==> src/include/trp_defs.svh <==
/*
 * Offsets, field positions, reset values and fill patterns of the
 * touch result register page.
 * Assumes inclusion by bare name from the include folder.
 */
`ifndef TRP_DEFS_SVH
`define TRP_DEFS_SVH

// ----------------------------------------------------------------
// Command word fields
// ----------------------------------------------------------------
`define TRP_CMD_DIR_BIT        15
`define TRP_CMD_PAGE_HI        14
`define TRP_CMD_PAGE_LO        11
`define TRP_CMD_OFFSET_HI      10
`define TRP_CMD_OFFSET_LO      5
`define TRP_CMD_RSVD_HI        4
`define TRP_CMD_RSVD_LO        0

// ----------------------------------------------------------------
// Page codes
// ----------------------------------------------------------------
`define TRP_PAGE_DATA          4'h0
`define TRP_PAGE_LAST_USED     4'h3

// ----------------------------------------------------------------
// Result register offsets on the data page
// ----------------------------------------------------------------
`define TRP_OFF_HORIZONTAL_POSITION_RESULT  6'h00
`define TRP_OFF_VERTICAL_POSITION_RESULT    6'h01
`define TRP_OFF_TOUCH_PRESSURE_ONE_RESULT   6'h02
`define TRP_OFF_TOUCH_PRESSURE_TWO_RESULT   6'h03
`define TRP_OFF_SUPPLY_CELL_VOLTAGE_RESULT  6'h05
`define TRP_OFF_AUXILIARY_INPUT_ONE_RESULT  6'h07
`define TRP_OFF_AUXILIARY_INPUT_TWO_RESULT  6'h08
`define TRP_OFF_THERMAL_SENSE_ONE_RESULT    6'h09
`define TRP_OFF_THERMAL_SENSE_TWO_RESULT    6'h0A
`define TRP_OFF_PAGE_END                    6'h3F

// ----------------------------------------------------------------
// Values
// ----------------------------------------------------------------
`define TRP_RESULT_RESET       12'h000
`define TRP_READ_PAST_END      16'hFFFF
`define TRP_READ_RESERVED      16'h0000
`define TRP_UPPER_ZERO         4'h0
`define TRP_SLOTS              11

`endif

==> src/include/trp_pkg.sv <==
/*
 * Types of the touch result register page.
 * Assumes nothing beyond a SystemVerilog compiler.
 */
package trp_pkg;

    // Transfer direction latched from the command word
    typedef enum logic {
        TRP_DIR_WRITE,
        TRP_DIR_READ
    } trp_dir_e;

    // One stored conversion result
    typedef logic [11:0] trp_result_t;

endpackage

==> src/verilog/trp_result_page.sv <==
/*
 * Data page of result registers for the touch and auxiliary converter,
 * with the word pointer that serves serial read and write sessions.
 * Assumes a serial port decoder on the same clock hands over each
 * command word and each further data word as one-cycle strobes, and
 * that the converter presents each finished result with a strobe.
 */
`timescale 1ns/10ps
`include "trp_defs.svh"

module trp_result_page
    import trp_pkg::*;
(
    // Clock and reset
    input  wire logic        clock,
    input  wire logic        reset_n,
    // Converter side
    input  wire logic        conv_valid,
    input  wire logic [5:0]  conv_select,
    input  wire logic [11:0] conv_result,
    // Serial command decoder side
    input  wire logic        cmd_valid,
    input  wire logic [15:0] cmd_word,
    input  wire logic        word_strobe,
    input  wire logic [15:0] write_word,
    // Answers to the decoder
    output logic [15:0]      read_data,
    output logic             read_valid,
    output logic             page_hit,
    output logic             other_page,
    output logic             reserved_page,
    output logic             command_error
);

    // ----------------------------------------------------------------
    // State
    // ----------------------------------------------------------------
    trp_result_t result_mem [0:`TRP_SLOTS-1];      // Stored results by offset
    trp_result_t next_result_mem [0:`TRP_SLOTS-1];
    trp_dir_e    dir;                              // Session direction
    trp_dir_e    next_dir;
    logic        active;                           // Session open on data page
    logic        next_active;
    logic [5:0]  ptr;                              // Word pointer
    logic [5:0]  next_ptr;
    logic        past_end;                         // Pointer ran off the page
    logic        next_past_end;
    logic [15:0] next_read_data;
    logic        next_read_valid;
    logic        next_page_hit;
    logic        next_other_page;
    logic        next_reserved_page;
    logic        next_command_error;

    // Command fields
    logic [3:0]  page_select_bits;
    logic [5:0]  register_offset_bits;
    logic [4:0]  cmd_tail;

    assign page_select_bits     = cmd_word[`TRP_CMD_PAGE_HI:`TRP_CMD_PAGE_LO];
    assign register_offset_bits = cmd_word[`TRP_CMD_OFFSET_HI:`TRP_CMD_OFFSET_LO];
    assign cmd_tail             = cmd_word[`TRP_CMD_RSVD_HI:`TRP_CMD_RSVD_LO];

    // ----------------------------------------------------------------
    // Helpers
    // ----------------------------------------------------------------
    // True for offsets that hold a result; the gaps are reserved
    function automatic logic is_result(input logic [5:0] off);
        is_result = (off == `TRP_OFF_HORIZONTAL_POSITION_RESULT) ||
                    (off == `TRP_OFF_VERTICAL_POSITION_RESULT)   ||
                    (off == `TRP_OFF_TOUCH_PRESSURE_ONE_RESULT)  ||
                    (off == `TRP_OFF_TOUCH_PRESSURE_TWO_RESULT)  ||
                    (off == `TRP_OFF_SUPPLY_CELL_VOLTAGE_RESULT) ||
                    (off == `TRP_OFF_AUXILIARY_INPUT_ONE_RESULT) ||
                    (off == `TRP_OFF_AUXILIARY_INPUT_TWO_RESULT) ||
                    (off == `TRP_OFF_THERMAL_SENSE_ONE_RESULT)   ||
                    (off == `TRP_OFF_THERMAL_SENSE_TWO_RESULT);
    endfunction

    // Read strobe and write strobe of an open session
    logic rd_word;
    logic wr_word;
    // A command in the same cycle wins over the word, so the word is dropped
    assign rd_word = word_strobe && !cmd_valid && active && (dir == TRP_DIR_READ);
    assign wr_word = word_strobe && !cmd_valid && active && (dir == TRP_DIR_WRITE);

    // ----------------------------------------------------------------
    // Result storage
    // ----------------------------------------------------------------
    // Only the converter writes here; host write data is never routed in
    always_comb begin
        for (int i = 0; i < `TRP_SLOTS; i++) begin
            next_result_mem[i] = result_mem[i];
        end
        if (conv_valid && is_result(conv_select)) begin
            next_result_mem[conv_select[3:0]] = conv_result;
        end
    end

    always_ff @(posedge clock) begin
        for (int i = 0; i < `TRP_SLOTS; i++) begin
            if (!reset_n) begin
                result_mem[i] <= `TRP_RESULT_RESET;
            end else begin
                result_mem[i] <= next_result_mem[i];
            end
        end
    end

    // ----------------------------------------------------------------
    // Session and pointer
    // ----------------------------------------------------------------
    // A new command always ends the session, even mid-stream; only a clean data page command opens a new one
    always_comb begin
        next_dir           = dir;
        next_active        = active;
        next_ptr           = ptr;
        next_past_end      = past_end;
        next_page_hit      = page_hit;
        next_other_page    = other_page;
        next_reserved_page = reserved_page;
        next_command_error = 1'b0;
        if (cmd_valid) begin
            // Nonzero tail makes the command void
            next_command_error = (cmd_tail != 5'h00);
            next_dir           = cmd_word[`TRP_CMD_DIR_BIT] ? TRP_DIR_READ : TRP_DIR_WRITE;
            next_ptr           = register_offset_bits;
            next_past_end      = 1'b0;
            // Only page zero belongs to this bank
            next_page_hit      = (page_select_bits == `TRP_PAGE_DATA);
            next_other_page    = (page_select_bits != `TRP_PAGE_DATA) &&
                                 (page_select_bits <= `TRP_PAGE_LAST_USED);
            next_reserved_page = (page_select_bits > `TRP_PAGE_LAST_USED);
            next_active        = (cmd_tail == 5'h00) &&
                                 (page_select_bits == `TRP_PAGE_DATA);
        end else if (rd_word || wr_word) begin
            // Stop at the last location, then flag the overrun
            if (ptr == `TRP_OFF_PAGE_END) begin
                next_past_end = 1'b1;
            end else begin
                next_ptr = ptr + 6'h01;
            end
        end
    end

    always_ff @(posedge clock) begin
        if (!reset_n) begin
            dir           <= TRP_DIR_WRITE;
            active        <= 1'b0;
            ptr           <= 6'h00;
            past_end      <= 1'b0;
            page_hit      <= 1'b0;
            other_page    <= 1'b0;
            reserved_page <= 1'b0;
            command_error <= 1'b0;
        end else begin
            dir           <= next_dir;
            active        <= next_active;
            ptr           <= next_ptr;
            past_end      <= next_past_end;
            page_hit      <= next_page_hit;
            other_page    <= next_other_page;
            reserved_page <= next_reserved_page;
            command_error <= next_command_error;
        end
    end

    // ----------------------------------------------------------------
    // Read path
    // ----------------------------------------------------------------
    // Reads run apart from writes; write words only move the pointer
    always_comb begin
        next_read_valid = rd_word;
        next_read_data  = read_data;
        if (rd_word) begin
            if (past_end) begin
                next_read_data = `TRP_READ_PAST_END;
            end else if (is_result(ptr)) begin
                // Upper nibble forced low, value right-justified
                next_read_data = {`TRP_UPPER_ZERO, result_mem[ptr[3:0]]};
            end else begin
                next_read_data = `TRP_READ_RESERVED;
            end
        end
    end

    always_ff @(posedge clock) begin
        if (!reset_n) begin
            read_data  <= 16'h0000;
            read_valid <= 1'b0;
        end else begin
            read_data  <= next_read_data;
            read_valid <= next_read_valid;
        end
    end
endmodule
==> config.mk <==
export PLATFORM = sky130hd
export DESIGN_NAME = trp_result_page
export DESIGN_NICKNAME = d
export VERILOG_FILES = /design/src/include/trp_pkg.sv /design/src/verilog/trp_result_page.sv
export VERILOG_INCLUDE_DIRS = /design/src /design/src/include
export SDC_FILE = /design/constraint.sdc
export NUM_CORES = 1
export LEC_CHECK = 0
export ABC_AREA = 1
export BUFFER_PORTS_ARGS = -buffer_cell sky130_fd_sc_hd__buf_2
export CORE_AREA = 8 8 178 129
export CTS_CLUSTER_DIAMETER = 150
export DETAILED_ROUTE_END_ITERATION = 10
export DIE_AREA = 0 0 186 137
export GPL_TIMING_DRIVEN = 1
export PLACE_DENSITY_LB_ADDON = 0.2
export SLEW_MARGIN = 10
export SYNTH_ARGS = -nofsm -noshare
export SYNTH_HDL_FRONTEND = slang
export SYNTH_SLANG_ARGS = --single-unit
==> constraint.sdc <==
create_clock -name clock -period 2.3 [get_ports clock]
set_input_delay 0.345 -clock clock [delete_from_list [all_inputs] [get_ports clock]]
set_output_delay 0.345 -clock clock [all_outputs]
set_load 0.005 [all_outputs]
# Word level (Yosys, flattened, before mapping)
# Memory sizes are Yosys's and may differ from the RTL's. A register that Yosys moved wholly into a read port is not among the register bits.
# Index checks and enable logic that the tools add are counted.
# classes
n_addsub	1
magnitude_cmp	4
n_eq_ne	18
n_mux	25
n_bitwise	14
n_reduce_logical	37
# ops
operator	count
2-to-1 mux 12 bit	13
bitwise mux 132 bit	1
2-to-1 mux 132 bit	1
demux 12 bit (select 4 bit)	1
== test 6 x 4 -> 1 bit, second input constant	6
== test 6 x 2 -> 1 bit, second input constant	4
== test 6 x 3 -> 1 bit, second input constant	4
2-to-1 mux 6 bit	3
logical OR 1 bit	17
2-to-1 mux 16 bit	1
== test 6 x 1 -> 1 bit, second input constant	2
logical NOT 6 bit	2
bitwise OR 1 bit	11
logical AND 1 bit	8
2-to-1 mux 4 bit	2
adder 6 x 1 -> 6 bit, second input constant	1
== test 6 bit, second input constant	1
AND reduction 2 bit	3
greater-or-equal comparator 5 bit, second input constant	1
logical NOT 5 bit	1
< comparator 5 x 1 -> 1 bit, second input constant	1
NOT 4 -> 5 bit	1
nonzero test 5 bit	1
greater-than comparator 4 x 2 -> 1 bit, second input constant	1
9 further kinds	12
# totals
reg_bits	30
mem_bits_rw	132
output_inout_bits	21
elab_cells	110
memories	1
# memory_table
name	words	word_bits	rd	rd_clocked_by_memory_dff	write_ports	line	source
result_mem	11	12	12	1	11	trp_result_page.sv:38	trp_result_t result_mem [0:`TRP_SLOTS-1];

# Logic depth before layout (Yosys ltp)
# depth
depth_word	12
mapped_depth	10
depth_no_buf	10

# Least setup slack after synthesis
# No wires, ideal clock.
# synth_timing
kind	reg-to-reg
start	register ptr[0]
end	register with a tool-made name
setup_time_ns	0.123
arrival_time_ns	1.358
required_ns	2.177
slack_ns	0.819
stages_incl_launch_ff	9
path_buffers	0
synth_period_minus_slack_ns	1.481
path_cell_list	dfxtp_1 -> ha_1 -> nand3_1 -> nor2_1 -> nor2_2 -> nor2_1 -> inv_1 -> o21ai_0 -> a21oi_1
# synth_lines
element	line	source
start: declaration	trp_result_page.sv:44	logic [5:0] ptr;
start signal: assignment	trp_result_page.sv:159	ptr <= next_ptr;

# Worst setup path after layout
# layout_timing
start	register ptr[1]
end	register ptr[1]
# layout_via
elab_chain_cells	4
word_cells_on_any_way	7
classes_between	1 x add/sub; 2 x eq/ne; 3 x mux; 1 x reduce/logical
# layout_lines
element	line	source
adder 6 x 1 -> 6 bit	trp_result_page.sv:141	next_ptr = ptr + 6'h01;
2-to-1 mux 6 bit	trp_result_page.sv:138	if (ptr == `TRP_OFF_PAGE_END) begin
2-to-1 mux 6 bit	trp_result_page.sv:136	end else if (rd_word || wr_word) begin
2-to-1 mux 6 bit	trp_result_page.sv:123	if (cmd_valid) begin
# Parallel ways exist; a longest one is shown, timed or not. The select of a mux whose other input is x is not followed.
# A chain may end at the register's enable or synchronous reset.

==> results.yml <==
run_status:
  outcome: "finished, final reports clean"
clock_network:
  cts-resized-gates: 0
  cts_root_buf: "clkbuf_16"
  hold_buffers: 0
  cts_tree: "built"
  clock_latency_ps: 420
  cts_buffer_depth: 2
  h-tree-depth: 4
  cts.sinks: 163
  clkTransAtPathRegs_ps: 60
  cts_buffers: 17
  post_cts_buffers: 0
placed_design:
  place.gp.congestion: 0.8135
  dp_cells: 1314
  numPortBuffers: 59
  hpwl_um: 12550
power_and_ir_drop:
  p_int_mw: 4.883
  powerDensity_nw_per_um2: 761.4
  p_switching_mw: 1.462
  pwr-share-comb: 0.073
  clockPowerShare: 0.476
  power_frac_seq: 0.452
  ir_drop_mv: 0.3895
  p_leak_nw: 3.335
  p_total_mw: 6.345
  swShare: 0.2304
sta:
  finalSetupTns_ps: 0
  setup_viol: 0
  slew_headroom: 0.6429
  hold_viol: 0
  rsz0062_at_grt: "no"
  fin_crit_ps: 1764
  tightest_slew_ps: 535.0
  finalMaxSlewViolations: 0
  fin_skew_ps: 8.718
  max_freq_ghz: 0.5668
  fin_crit_sh: 0.7671
floorplan:
  rows: 44
  initial_core_util: 0.3528
  dieArea_um2: 25480
  io_pins: 76
  die_y_um: 137
  die_w_um: 186
  design.core.area_um2: 20260
routing:
  dr.pass1.iters: 4
  drt_iter0_drc: 368
  via_per_inst: 4.568
  final_antenna_net_count: 0
  drc: 0
  via_count: 6148
  drt-total-wl_um: 19530
  wire_per_inst_um: 14.51
setup_path:
  r2r-end: "ptr[1]"
  rr_startpoint: "ptr[1]"
  cp.required_ps: 2600
  critPathLaunchType: "register"
  r2r_setup_slack_ps: 540
  worstPathArrival_ps: 2070
  cp-end-kind: "register"
  r2r_cells: 8
  cp_max_fo: 5
  crit_type: "register to register"
synth:
  ys_warn_count: 0
  ys_types: 30
  synthesis.nets: 1081
  syn_inst: 1022
  syn_area_um2: 7148
  synth-seq-cells: 163
  ys_seq_area_frac: 0.4565
  synth.avg_cell_area_um2: 6.994
grt:
  overflow: 0
  grt_pass1_vias: 5685
  grt_usage: 0.1593
  grt_pass1_wl_um: 31390
  grt_max_degree: 71
  antenna_found_initial: 1
min_path:
  whs_path_depth: 3
  min-delay-path-class: "input pin to register"
  hp-start: "cmd_word[15]"
  worstHoldEndpoint: "dir"
flow_run:
  maxCapViolCount: 0
finish:
  drive_above_1_share: 0.1132
  stdcell_count: 1346
  layout.nets: 1116
  area_growth_pct: 16.58
==> placed cells by master, fill, tap and decap left out, types with 2 or more instances in the layout <==
master,count
o21ai_0,142
o211ai_1,2
nand2_1,190
o21ai_1,2
a21oi_1,139
nor2_1,38
buf_4,17
clkbuf_8,3
nor3_1,2
inv_2,3
clkinvlp_4,3
buf_12,4
nor2_2,2
clkinv_2,2
clkbuf_1,2
nand3_1,97
dfxtp_1,162
bufinv_16,4
ha_1,4
clkbuf_16,17
inv_1,162
buf_2,58
==> through the flow <==
step                      worst slack [ps]    util  hold WS (ps)  instance area (um2)
final                                535.6  0.4113         141.9                 8333
after global routing                 291.6  0.4112         138.7                 8330
after CTS                            532.8  0.4112         127.2                 8330
after detailed placement             561.9  0.3803         417.3                 7704
after global placement               564.0  0.3803         413.8                 7704
after floorplan                      818.8       -         407.1                 7148
==> state kept, by name, summed over array words and instances, names as in the netlist, named ones only <==
name / count
other_page: 1
result_mem: 132
command_error: 1
dir: 1
ptr: 6
read_data: 13
active: 1
page_hit: 1
past_end: 1
read_valid: 1
reserved_page: 1
==> synthesized netlist by cell type (all sizes together) <==
| cell | instances | area share |
|---|---|---|
| a32o | 1 | 0.0014 |
| clkbuf | 23 | 0.012 |
| nor3 | 2 | 0.0014 |
| nand2 | 191 | 0.10 |
| nor3b | 2 | 0.0037 |
| xnor2 | 1 | 0.0012 |
| nand3 | 99 | 0.072 |
| mux2i | 1 | 0.0014 |
| o21ai | 145 | 0.10 |
| or2 | 1 | 0.00088 |
| xor2 | 1 | 0.0012 |
| inv | 165 | 0.087 |
| a21boi | 1 | 0.0011 |
| dfxtp | 163 | 0.46 |
| ha | 4 | 0.0070 |
| nor2 | 41 | 0.023 |
| a21oi | 139 | 0.097 |
| buf | 40 | 0.028 |
| o211ai | 2 | 0.0021 |
==> area by class of cell <==
type / count / area [um2]
multi-input combinational: 631 / 2977
fill: 2187 / 11930
sequential: 163 / 3264
tap: 276 / 345.3
antenna: 1 / 2.502
clock inverter: 9 / 152.6
clock buffer: 22 / 474.2
inverter: 165 / 619.3
timing repair buffer: 79 / 498.0
==> critical path: stages, from the launching register on <==
cell and delay [ps]:
dfxtp_1 400, ha_1 230, nand3_1 150, nor2_1 190
nor2_2 80, nor2_1 250, inv_1 120, o21ai_0 150
a21oi_1 70
==> power groups by stage <==
stage,combinational (mW),clock (mW),sequential (mW)
6_report,0.461,3.02,2.87
5_1_grt,0.516,3.22,2.87
4_1_cts,0.463,3.08,2.86
3_5_place_dp,0.462,0,2.93
3_3_place_gp,0.461,0,2.93
2_1_floorplan,0.278,0,2.92
==> cells by family after synthesis <==
group | count (synthesis) | synth area share
adder cells (fa/ha/maj) | 4 | 0.007002
AND/OR/NAND/NOR | 336 | 0.2016
XOR/XNOR | 2 | 0.002451
flip-flops | 163 | 0.4565
multiplexers | 1 | 0.001400
buffers and inverters | 228 | 0.1271
AO/OA/AOI/OAI | 288 | 0.2039
==> layer usage <==
layer  up-vias  GRT usage  share of wire  wire (um)
li1       3339          -              -          -
met1      2701     0.2308           0.52      10230
met2        93     0.2349           0.42       8238
met3        13    0.03475          0.045        886
met4         2    0.03958         0.0088        172
met5         -          0        0.00046          9
==> worst max-delay path by stage <==
| stage | startpoint | endpoint | slack [ps] | depth (start not counted) |
|---|---|---|---|---|
| after global routing | ptr[1] | ptr[1] | 290 | 8 |
| after detailed placement | ptr[1] | register | 560 | 8 |
| final | ptr[1] | ptr[1] | 540 | 8 |
| after floorplan | ptr[0] | register | 820 | 8 |
| after CTS | ptr[0] | ptr[1] | 530 | 8 |
| after global placement | ptr[0] | register | 560 | 8 |
(Power assumes the default switching activity.)
